$ cat src/verilog/cad_pkg.sv
// Constants, codes and types for the command/address bus decoder
//----------------------------------------------------------------------
// What this block does
// - Each non-deselect command spans two cycles; sample select and six lines.
// - Deselect is one cycle with select low; does nothing unless a second half was due, then flags proto_err.
// - Three bank bits in the second cycle pick the target bank.
// - All-banks flag high applies refresh or precharge to every bank.
// - Auto-precharge flag closes the bank after the access.
// - With on-the-fly burst enabled, flag high means 32, low means 16.
// - Column second half omits column bits 1..0; treat them as zero.
// - Activate halves carry row and bank bits in the fixed line layout.
// - Read, write and masked write codes carry burst, bank, column 9, precharge.
// - Mode register read carries the six register index bits next cycle.
// - Mode write halves and multi-purpose carry operand bits in fixed layout.
// - Decode refresh, self refresh entry/exit and precharge codes with flags.
// - Reserved first-cycle codes are recognised and reported as reserved.
//----------------------------------------------------------------------
package cad_pkg;

   localparam int CA_W   = 6;
   localparam int BANK_W = 3;
   localparam int NBANK  = 8;
   localparam int ROW_W  = 16;
   localparam int COL_W  = 10;
   localparam int IDX_W  = 6;
   localparam int OP_W   = 8;

   // First-cycle codes on lines 4..0, activate codes on lines 1..0 only (line 0 in bit 0)
   localparam logic [1:0] ACT1_CODE = 2'h1;
   localparam logic [1:0] ACT2_CODE = 2'h3;
   localparam logic [4:0] MPC_CODE  = 5'h00;
   localparam logic [4:0] PRE_CODE  = 5'h10;
   localparam logic [4:0] REF_CODE  = 5'h08;
   localparam logic [4:0] SRE_CODE  = 5'h18;
   localparam logic [4:0] WR_CODE   = 5'h04;
   localparam logic [4:0] SRX_CODE  = 5'h14;
   localparam logic [4:0] MWR_CODE  = 5'h0C;
   localparam logic [4:0] RD_CODE   = 5'h02;
   localparam logic [4:0] CAS2_CODE = 5'h12;
   localparam logic [4:0] MRW1_CODE = 5'h06;
   localparam logic [4:0] MRW2_CODE = 5'h16;
   localparam logic [4:0] MRR1_CODE = 5'h0E;

   // Multi-purpose operands that need a column second half
   localparam logic [7:0] MPC_RD_FIFO  = 8'h41;
   localparam logic [7:0] MPC_WR_FIFO  = 8'h47;
   localparam logic [7:0] MPC_RD_DQCAL = 8'h43;

   // Values after reset, and the all-banks mask
   localparam logic [ROW_W-1:0]  ROW_RST  = 16'h0000;
   localparam logic [COL_W-1:0]  COL_RST  = 10'h000;
   localparam logic [BANK_W-1:0] BANK_RST = 3'h0;
   localparam logic [NBANK-1:0]  MASK_RST = 8'h00;
   localparam logic [NBANK-1:0]  MASK_ALL = 8'hFF;
   localparam logic [IDX_W-1:0]  IDX_RST  = 6'h00;
   localparam logic [OP_W-1:0]   OP_RST   = 8'h00;
   localparam logic [CA_W-1:0]   CA_RST   = 6'h00;

   typedef enum logic [3:0] {
      K_MPC  = 4'h0,
      K_PRE  = 4'h1,
      K_REF  = 4'h2,
      K_SRE  = 4'h3,
      K_SRX  = 4'h4,
      K_WR   = 4'h5,
      K_MWR  = 4'h6,
      K_RD   = 4'h7,
      K_CAS2 = 4'h8,
      K_MRW1 = 4'h9,
      K_MRW2 = 4'hA,
      K_MRR1 = 4'hB,
      K_ACT1 = 4'hC,
      K_ACT2 = 4'hD,
      K_RFU  = 4'hE
   } cad_kind_t;

   typedef enum logic {
      ST_FIRST  = 1'b0,
      ST_SECOND = 1'b1
   } cad_state_t;

   typedef enum logic [1:0] {
      W_NONE = 2'h0,
      W_CAS  = 2'h1,
      W_ACT2 = 2'h2,
      W_MRW2 = 2'h3
   } cad_want_t;

endpackage

$ cat src/verilog/cad_sync.sv
// Two-stage synchroniser for the select and command/address pins
module cad_sync #(
   parameter int WIDTH = 7
) (
   input  wire logic             clock,
   input  wire logic             arst_n,
   input  wire logic             clk_en,
   input  wire logic [WIDTH-1:0] async_in,
   output logic      [WIDTH-1:0] sync_out
);

   logic [WIDTH-1:0] meta_q;
   logic [WIDTH-1:0] meta_d;
   logic [WIDTH-1:0] sync_q;
   logic [WIDTH-1:0] sync_d;

   genvar g;
   generate
      for (g = 0; g < WIDTH; g++) begin : g_bit
         always_comb begin
            meta_d[g] = clk_en ? async_in[g] : meta_q[g];
            sync_d[g] = clk_en ? meta_q[g] : sync_q[g];
         end
      end
   endgenerate

   always_ff @(posedge clock or negedge arst_n) begin
      if (!arst_n) begin
         meta_q <= '0;
         sync_q <= '0;
      end else begin
         meta_q <= meta_d;
         sync_q <= sync_d;
      end
   end

   assign sync_out = sync_q;

endmodule

$ cat src/verilog/cad_classify.sv
// First-cycle command classifier
module cad_classify (
   input  wire logic [cad_pkg::CA_W-1:0] first_half,
   output cad_pkg::cad_kind_t            kind
);

   always_comb begin
      if (first_half[1:0] == cad_pkg::ACT1_CODE) begin
         kind = cad_pkg::K_ACT1;
      end else if (first_half[1:0] == cad_pkg::ACT2_CODE) begin
         kind = cad_pkg::K_ACT2;
      end else begin
         case (first_half[4:0])
            cad_pkg::MPC_CODE:  kind = cad_pkg::K_MPC;
            cad_pkg::PRE_CODE:  kind = cad_pkg::K_PRE;
            cad_pkg::REF_CODE:  kind = cad_pkg::K_REF;
            cad_pkg::SRE_CODE:  kind = cad_pkg::K_SRE;
            cad_pkg::SRX_CODE:  kind = cad_pkg::K_SRX;
            cad_pkg::WR_CODE:   kind = cad_pkg::K_WR;
            cad_pkg::MWR_CODE:  kind = cad_pkg::K_MWR;
            cad_pkg::RD_CODE:   kind = cad_pkg::K_RD;
            cad_pkg::CAS2_CODE: kind = cad_pkg::K_CAS2;
            cad_pkg::MRW1_CODE: kind = cad_pkg::K_MRW1;
            cad_pkg::MRW2_CODE: kind = cad_pkg::K_MRW2;
            cad_pkg::MRR1_CODE: kind = cad_pkg::K_MRR1;
            default:            kind = cad_pkg::K_RFU;
         endcase
      end
   end

endmodule

$ cat src/verilog/cad_decoder.sv
// Command/address bus decoder: pairs halves, extracts fields, flags misuse
module cad_decoder (
   input  wire logic                       clock,
   input  wire logic                       arst_n,
   input  wire logic                       clk_en,
   input  wire logic                       cs_pin,
   input  wire logic [cad_pkg::CA_W-1:0]   cmd_addr_lines,
   input  wire logic                       otf_burst_en,
   input  wire logic                       burst32_default,
   output logic                            cmd_valid,
   output cad_pkg::cad_kind_t              cmd_kind,
   output logic [cad_pkg::BANK_W-1:0]      bank_sel,
   output logic [cad_pkg::NBANK-1:0]       bank_mask,
   output logic                            all_banks_flag,
   output logic [cad_pkg::ROW_W-1:0]       row_addr,
   output logic [cad_pkg::COL_W-1:0]       col_addr,
   output logic                            auto_precharge_flag,
   output logic                            burst_is_32,
   output logic [cad_pkg::IDX_W-1:0]       mode_reg_index,
   output logic [cad_pkg::OP_W-1:0]        operand_bits,
   output logic                            proto_err
);

   //----------------------------------------------------------------
   // Pin synchronisation and classification
   //----------------------------------------------------------------
   logic [cad_pkg::CA_W:0]   pins_s;
   logic                     cs_s;
   logic [cad_pkg::CA_W-1:0] ca_s;
   cad_pkg::cad_kind_t       kind_w;

   cad_sync #(
      .WIDTH (cad_pkg::CA_W + 1)
   ) u_sync (
      .clock    (clock),
      .arst_n   (arst_n),
      .clk_en   (clk_en),
      .async_in ({cs_pin, cmd_addr_lines}),
      .sync_out (pins_s)
   );

   assign cs_s = pins_s[cad_pkg::CA_W];
   assign ca_s = pins_s[cad_pkg::CA_W-1:0];

   cad_pkg::cad_state_t      st_q, st_d;
   cad_pkg::cad_want_t       want_q, want_d;
   logic [cad_pkg::CA_W-1:0] c1_q, c1_d;

   cad_classify u_classify (
      .first_half (c1_q),
      .kind       (kind_w)
   );

   function automatic logic [cad_pkg::NBANK-1:0] bank_onehot(input logic [cad_pkg::BANK_W-1:0] b,
                                                             input logic ab);
      logic [cad_pkg::NBANK-1:0] m;
      m = '0;
      m[b] = 1'b1;
      return ab ? cad_pkg::MASK_ALL : m;
   endfunction

   //----------------------------------------------------------------
   // Held first-half fields and output registers
   //----------------------------------------------------------------
   cad_pkg::cad_kind_t          hold_kind_q, hold_kind_d;
   logic [cad_pkg::BANK_W-1:0]  hold_bank_q, hold_bank_d;
   logic [5:0]                  hold_row_q, hold_row_d;
   logic                        hold_c9_q, hold_c9_d;
   logic                        hold_ap_q, hold_ap_d;
   logic                        hold_bl_q, hold_bl_d;
   logic [cad_pkg::IDX_W-1:0]   hold_idx_q, hold_idx_d;
   logic [cad_pkg::OP_W-1:0]    hold_op_q, hold_op_d;

   logic                        vld_q, vld_d;
   cad_pkg::cad_kind_t          kind_q, kind_d;
   logic [cad_pkg::BANK_W-1:0]  bank_q, bank_d;
   logic [cad_pkg::NBANK-1:0]   mask_q, mask_d;
   logic                        ab_q, ab_d;
   logic [cad_pkg::ROW_W-1:0]   row_q, row_d;
   logic [cad_pkg::COL_W-1:0]   col_q, col_d;
   logic                        ap_q, ap_d;
   logic                        b32_q, b32_d;
   logic [cad_pkg::IDX_W-1:0]   idx_q, idx_d;
   logic [cad_pkg::OP_W-1:0]    op_q, op_d;
   logic                        err_q, err_d;

   logic                        pair_ok;
   logic [cad_pkg::OP_W-1:0]    mpc_op;

   //----------------------------------------------------------------
   // Decode state machine
   //----------------------------------------------------------------
   always_comb begin
      st_d        = st_q;
      want_d      = want_q;
      c1_d        = c1_q;
      hold_kind_d = hold_kind_q;
      hold_bank_d = hold_bank_q;
      hold_row_d  = hold_row_q;
      hold_c9_d   = hold_c9_q;
      hold_ap_d   = hold_ap_q;
      hold_bl_d   = hold_bl_q;
      hold_idx_d  = hold_idx_q;
      hold_op_d   = hold_op_q;
      vld_d       = 1'b0;
      err_d       = 1'b0;
      kind_d      = kind_q;
      bank_d      = bank_q;
      mask_d      = mask_q;
      ab_d        = ab_q;
      row_d       = row_q;
      col_d       = col_q;
      ap_d        = ap_q;
      b32_d       = b32_q;
      idx_d       = idx_q;
      op_d        = op_q;
      mpc_op      = {1'b0, c1_q[5], ca_s};
      pair_ok     = (want_q == cad_pkg::W_CAS && kind_w == cad_pkg::K_CAS2) ||
                    (want_q == cad_pkg::W_ACT2 && kind_w == cad_pkg::K_ACT2) ||
                    (want_q == cad_pkg::W_MRW2 && kind_w == cad_pkg::K_MRW2);
      case (st_q)
         cad_pkg::ST_FIRST: begin
            if (cs_s) begin
               c1_d = ca_s;
               st_d = cad_pkg::ST_SECOND;
            end else if (want_q != cad_pkg::W_NONE) begin
               // Deselect where a second half was due
               err_d  = 1'b1;
               want_d = cad_pkg::W_NONE;
            end
            // Plain deselect: nothing latched, no operation
         end
         cad_pkg::ST_SECOND: begin
            if (cs_s) begin
               // Select held high: restart as a new first cycle
               err_d  = 1'b1;
               c1_d   = ca_s;
               want_d = cad_pkg::W_NONE;
            end else begin
               st_d   = cad_pkg::ST_FIRST;
               want_d = cad_pkg::W_NONE;
               if (want_q != cad_pkg::W_NONE && !pair_ok) begin
                  err_d = 1'b1;
               end
               case (kind_w)
                  cad_pkg::K_ACT1: begin
                     hold_bank_d = ca_s[2:0];
                     hold_row_d  = {c1_q[5:2], ca_s[5:4]};
                     want_d      = cad_pkg::W_ACT2;
                  end
                  cad_pkg::K_ACT2: begin
                     if (pair_ok) begin
                        vld_d  = 1'b1;
                        kind_d = cad_pkg::K_ACT1;
                        bank_d = hold_bank_q;
                        mask_d = bank_onehot(hold_bank_q, 1'b0);
                        ab_d   = 1'b0;
                        row_d  = {hold_row_q, c1_q[5:2], ca_s};
                     end else begin
                        err_d = 1'b1;
                     end
                  end
                  cad_pkg::K_RD, cad_pkg::K_WR, cad_pkg::K_MWR: begin
                     hold_kind_d = kind_w;
                     hold_bl_d   = c1_q[5];
                     hold_bank_d = ca_s[2:0];
                     hold_c9_d   = ca_s[4];
                     hold_ap_d   = ca_s[5];
                     want_d      = cad_pkg::W_CAS;
                  end
                  cad_pkg::K_MRR1: begin
                     hold_kind_d = cad_pkg::K_MRR1;
                     hold_idx_d  = ca_s;
                     hold_ap_d   = 1'b0;
                     want_d      = cad_pkg::W_CAS;
                  end
                  cad_pkg::K_MRW1: begin
                     hold_op_d  = {c1_q[5], 7'h00};
                     hold_idx_d = ca_s;
                     want_d     = cad_pkg::W_MRW2;
                  end
                  cad_pkg::K_MRW2: begin
                     if (pair_ok) begin
                        vld_d  = 1'b1;
                        kind_d = cad_pkg::K_MRW1;
                        idx_d  = hold_idx_q;
                        op_d   = {hold_op_q[7], c1_q[5], ca_s};
                     end else begin
                        err_d = 1'b1;
                     end
                  end
                  cad_pkg::K_MPC: begin
                     if (mpc_op == cad_pkg::MPC_RD_FIFO || mpc_op == cad_pkg::MPC_WR_FIFO ||
                         mpc_op == cad_pkg::MPC_RD_DQCAL) begin
                        // Training operand waits for its column half
                        hold_kind_d = cad_pkg::K_MPC;
                        hold_op_d   = mpc_op;
                        hold_ap_d   = 1'b0;
                        want_d      = cad_pkg::W_CAS;
                     end else begin
                        vld_d  = 1'b1;
                        kind_d = cad_pkg::K_MPC;
                        op_d   = mpc_op;
                     end
                  end
                  cad_pkg::K_CAS2: begin
                     if (pair_ok) begin
                        vld_d  = 1'b1;
                        kind_d = hold_kind_q;
                        bank_d = hold_bank_q;
                        mask_d = bank_onehot(hold_bank_q, 1'b0);
                        ab_d   = 1'b0;
                        col_d  = {hold_c9_q, c1_q[5], ca_s, 2'b00};
                        ap_d   = hold_ap_q;
                        b32_d  = otf_burst_en ? hold_bl_q : burst32_default;
                        idx_d  = hold_idx_q;
                        op_d   = hold_op_q;
                     end else begin
                        err_d = 1'b1;
                     end
                  end
                  cad_pkg::K_REF, cad_pkg::K_PRE: begin
                     vld_d  = 1'b1;
                     kind_d = kind_w;
                     ab_d   = c1_q[5];
                     bank_d = ca_s[2:0];
                     mask_d = bank_onehot(ca_s[2:0], c1_q[5]);
                  end
                  cad_pkg::K_SRE, cad_pkg::K_SRX: begin
                     vld_d  = 1'b1;
                     kind_d = kind_w;
                  end
                  default: begin
                     vld_d  = 1'b1;
                     kind_d = cad_pkg::K_RFU;
                  end
               endcase
            end
         end
         default: begin
            st_d = cad_pkg::ST_FIRST;
         end
      endcase
   end

   always_ff @(posedge clock or negedge arst_n) begin
      if (!arst_n) begin
         st_q        <= cad_pkg::ST_FIRST;
         want_q      <= cad_pkg::W_NONE;
         c1_q        <= cad_pkg::CA_RST;
         hold_kind_q <= cad_pkg::K_RFU;
         hold_bank_q <= cad_pkg::BANK_RST;
         hold_row_q  <= 6'h00;
         hold_c9_q   <= 1'b0;
         hold_ap_q   <= 1'b0;
         hold_bl_q   <= 1'b0;
         hold_idx_q  <= cad_pkg::IDX_RST;
         hold_op_q   <= cad_pkg::OP_RST;
         vld_q       <= 1'b0;
         kind_q      <= cad_pkg::K_RFU;
         bank_q      <= cad_pkg::BANK_RST;
         mask_q      <= cad_pkg::MASK_RST;
         ab_q        <= 1'b0;
         row_q       <= cad_pkg::ROW_RST;
         col_q       <= cad_pkg::COL_RST;
         ap_q        <= 1'b0;
         b32_q       <= 1'b0;
         idx_q       <= cad_pkg::IDX_RST;
         op_q        <= cad_pkg::OP_RST;
         err_q       <= 1'b0;
      end else if (clk_en) begin
         st_q        <= st_d;
         want_q      <= want_d;
         c1_q        <= c1_d;
         hold_kind_q <= hold_kind_d;
         hold_bank_q <= hold_bank_d;
         hold_row_q  <= hold_row_d;
         hold_c9_q   <= hold_c9_d;
         hold_ap_q   <= hold_ap_d;
         hold_bl_q   <= hold_bl_d;
         hold_idx_q  <= hold_idx_d;
         hold_op_q   <= hold_op_d;
         vld_q       <= vld_d;
         kind_q      <= kind_d;
         bank_q      <= bank_d;
         mask_q      <= mask_d;
         ab_q        <= ab_d;
         row_q       <= row_d;
         col_q       <= col_d;
         ap_q        <= ap_d;
         b32_q       <= b32_d;
         idx_q       <= idx_d;
         op_q        <= op_d;
         err_q       <= err_d;
      end
   end

   assign cmd_valid           = vld_q;
   assign cmd_kind            = kind_q;
   assign bank_sel            = bank_q;
   assign bank_mask           = mask_q;
   assign all_banks_flag      = ab_q;
   assign row_addr            = row_q;
   assign col_addr            = col_q;
   assign auto_precharge_flag = ap_q;
   assign burst_is_32         = b32_q;
   assign mode_reg_index      = idx_q;
   assign operand_bits        = op_q;
   assign proto_err           = err_q;
endmodule

$ cat config.mk
export PLATFORM = sky130hd
export DESIGN_NAME = cad_decoder
export DESIGN_NICKNAME = d
export VERILOG_FILES = /design/src/verilog/cad_pkg.sv /design/src/verilog/cad_sync.sv /design/src/verilog/cad_classify.sv /design/src/verilog/cad_decoder.sv
export SDC_FILE = /design/constraint.sdc
export NUM_CORES = 1
export LEC_CHECK = 0
export BUFFER_PORTS_ARGS = -buffer_cell sky130_fd_sc_hd__buf_2
export CORE_MARGIN = 10
export CORE_UTILIZATION = 55
export CTS_CLUSTER_SIZE = 16
export DETAILED_ROUTE_END_ITERATION = 8
export PLACE_DENSITY = 0.87
export SLEW_MARGIN = 20
export SYNTH_ARGS = -nofsm -noshare
export SYNTH_HDL_FRONTEND = slang
export SYNTH_SLANG_ARGS = --single-unit
$ cat constraint.sdc
create_clock -name clock -period 4.5 [get_ports clock]
set_input_delay 0.45 -clock clock [delete_from_list [all_inputs] [get_ports clock]]
set_output_delay 0.45 -clock clock [all_outputs]
set_load 0.05 [all_outputs]
==> summary.md <==
| Metric | Value |
|---|---|
| CTS resizes | 0 |
| DR WL/cell | 18.8 µm |
| Final Hold Vio Count | 0 |
| Hpwl dp | 7860 µm |
| Vias in the first global route | 3526 |
| Die H | 117 µm |
| Max-Cap Viols | 0 |
| Layout area overhead | 10.3% |
| End-of-flow core utilization | 62.2% |
| Post-synth top cells | dfrtp_1 (105), mux2_2 (81), o21ai_0 (32) |
| Fmax | 380 MHz |
| Crit path max-delay family | compound AO/OA/AOI/OAI gates |
| # setup viols final | 0 |
| CP max stage cell | dfrtp_1 |
| CP cell instances | nor2b_1 -> o211ai_1 -> a21oi_1 -> o41a_1 -> mux2_2 |
| DRT antenna net count | 0 |
| RR Startpoint | c1_q[4] |
| RSZ-0062 raised after global routing | false |
| Worst-case reg-to-reg path depth | 5 |
| Area share of the largest cell type after synthesis | 50.7% |
| Clk sink count | ~110 |
| Async set-reset flop share out of synthesis | 100% |
| Iteration-0 DRC Markers | between 200 and 250 |
| Fin crit period | between 2000 and 3000 ps |
| ANT cells | 0 |
| CTS clock-pin slew for the worst setup and hold paths | roughly 100 ps |
| Max-slew violations | 0 |
| GP Congestion | 0.922 |
| First-pass GRT wire length | between 15000 and 20000 µm |
| Tcrit/Tclk final | between 50% and 60% |
| Cell Area, Placed | 5510 µm² |
| EDFF count, synth | 0 |
| Synthesis-stage register bit count | 111 |
| Clock Latency Late Sink | between 300 and 400 ps |
| R2R Setup Slk | 1870 ps |
| Cell count after synthesis | about 420 |
| Worst Path Max Fanout | 22 |
| WS Path Type | reg2reg |
| CTS buffer count | 9 |
| Most frequent cell after synthesis | dfrtp_1 |
| Distinct cell type count after synthesis | 55 |
| Final Power | 3.26 mW |
| Cell taking the most area after synthesis | dfrtp_1 |
| Main synth FF type | dfrtp_1 |
| Routed WL | between 10000 and 15000 µm |
| Worst hold path type | in2async |
| Layout cells sized above 1 | 41.8% |
| Worst path required time | 4760 ps |
| Largest net degree at the start of global routing | 70 |
| Clk root buf | clkbuf_8 |
| H-tree Lvls | 3 |
| Clock Skews | 11.2 ps |
| 1st-pass router iterations | 6 |
| Leak | around 2.8 nW |
| Port Buf Inserts | 69 |
| Max IR drop VDD | 267 µV |
| DIE AREA | 13700 µm² |
| Residual DRC | 0 |
| Initial antenna violation count | 0 |
| IO Count | 72 |
| Count of buffer and inverter cells on the critical path | 0 |
| Synth Cell Area | 5180 µm² |
| Storage cell area | between 2000 and 3000 µm² |
| Chip Width | 117 µm |
| Std-Cell Rows | 35 |
| Pwr/cell area | 570 nW/µm² |
| Nets | roughly 490 |
| Critical R2R Capture | bank_mask[3] |
| Starting Density | between 50% and 60% |
| Placeable core region | 9200 µm² |
| Syn_area_per_cell | 12.3 µm² |
| CP startpoint kind | register |
| Final global-route overflow total | 0 |
| Setup TNS | 0 ps |
| Area contributors post-synth | dfrtp_1 (51%), mux2_2 (18%), mux2_4 (3.8%) |
| Hold_ws | 179 ps |
| Final design area excluding fillers | 5720 µm² |
| Worst-Margin Slew | 835 ps |
| CP endpoint kind | register |
| CP peak stage delay | 790 ps |
| Critical path arrival | 2890 ps |
| Synth warn | 0 |
| CTS tree | done |
| Via Count | between 3000 and 4000 |
| Worst path depth | 5 |
| GRT Util Overall | 16.8% |
| CTS hold repair buffers | 0 |
| Seq/Total Area, Yosys | 53.7% |
| Multi-input gate area | 2190 µm² |
| Status | finished clean |
| Vias per cell | 5.84 |
| CTS max path bufs | 2 |
| Post-CTS Repair Setup Buffers | 0 |
| Fill cells | 744 |
| Relative slew slack | 44.4% |
==> cells by family (layout without fill, tap and decap cells) <==
| family | Yosys count | after routing | synth area share, % |
|---|---|---|---|
| other cells | 1 | 2 | 0.0723 |
| flops | 111 | 111 | 53.7 |
| simple gates | 90 | 90 | 10.2 |
| mux | 97 | 97 | 21.9 |
| xor+xnor | 2 | 2 | 0.338 |
| compound gates | 79 | 79 | 9.48 |
| buf+inv | 43 | 98 | 4.22 |
==> layout make-up <==
type,count,share of cell area [%]
clock inverters,7,1.42
inverters,12,0.788
repair buffers,70,6.21
flip-flops and latches,111,48.7
well taps,111,2.43
multi-input cells,270,38.3
clock buffers,9,2.17
==> placed cells by master (no fill, tap or decap), types with 5 or more instances in the layout <==
| cell type | instances |
|---|---|
| a21oi_1 | 15 |
| mux2_4 | 13 |
| nor2_1 | 19 |
| nor3_1 | 6 |
| a31oi_1 | 5 |
| dfrtp_1 | 105 |
| and2_1 | 5 |
| dfstp_2 | 6 |
| buf_2 | 68 |
| inv_1 | 12 |
| mux2_2 | 81 |
| nand2_1 | 24 |
| clkbuf_8 | 9 |
| o21ai_0 | 32 |
==> through the flow <==
| step | setup WS (ps) | cells |
|---|---|---|
| 6_report | 1870 | 590 |
| 5_1_grt | 1670 | 590 |
| 4_1_cts | 1930 | 590 |
| 3_5_place_dp | 1930 | 574 |
| 3_3_place_gp | 1970 | 574 |
| 2_1_floorplan | 2730 | 424 |
==> state kept, by name (all words and copies together) (netlist names), 4 cells and up <==
register / flops
row_addr: 16
col_addr: 8
bank_mask: 8
hold_row_q: 6
cmd_kind: 4
u_sync.meta_q: 7
hold_kind_q: 4
hold_op_q: 8
hold_idx_q: 6
operand_bits: 8
c1_q: 6
u_sync.sync_out: 7
mode_reg_index: 6
==> how the worst max path moves through the flow <==
stage | startpoint | to | slack [ps]
finish | c1_q[4] | bank_mask[3] | 1870
global route | c1_q[4] | bank_mask[2] | 1670
CTS | c1_q[4] | bank_sel[1] | 1930
detailed placement | c1_q[4] | bank_sel[1] | 1930
global placement | c1_q[4] | bank_mask[3] | 1970
floorplan | c1_q[4] | bank_mask[0] | 2730
==> power by group <==
| group | internal (mW) | switching, mW |
|---|---|---|
| logic | 0.414 | 0.722 |
| clock network | 0.266 | 0.346 |
| registers | 1.24 | 0.269 |
==> metal layers <==
| layer | vias to the layer above | part of all wire (%) | track usage [%] |
|---|---|---|---|
| met5 | - | 0 | 0 |
| met4 | 0 | 2.5 | 7.58 |
| met3 | 20 | 7.0 | 4.08 |
| met2 | 121 | 46 | 26.0 |
| met1 | 1712 | 45 | 22.0 |
| li1 | 1594 | - | - |
No activity file was read; power rests on OpenSTA's default activity.
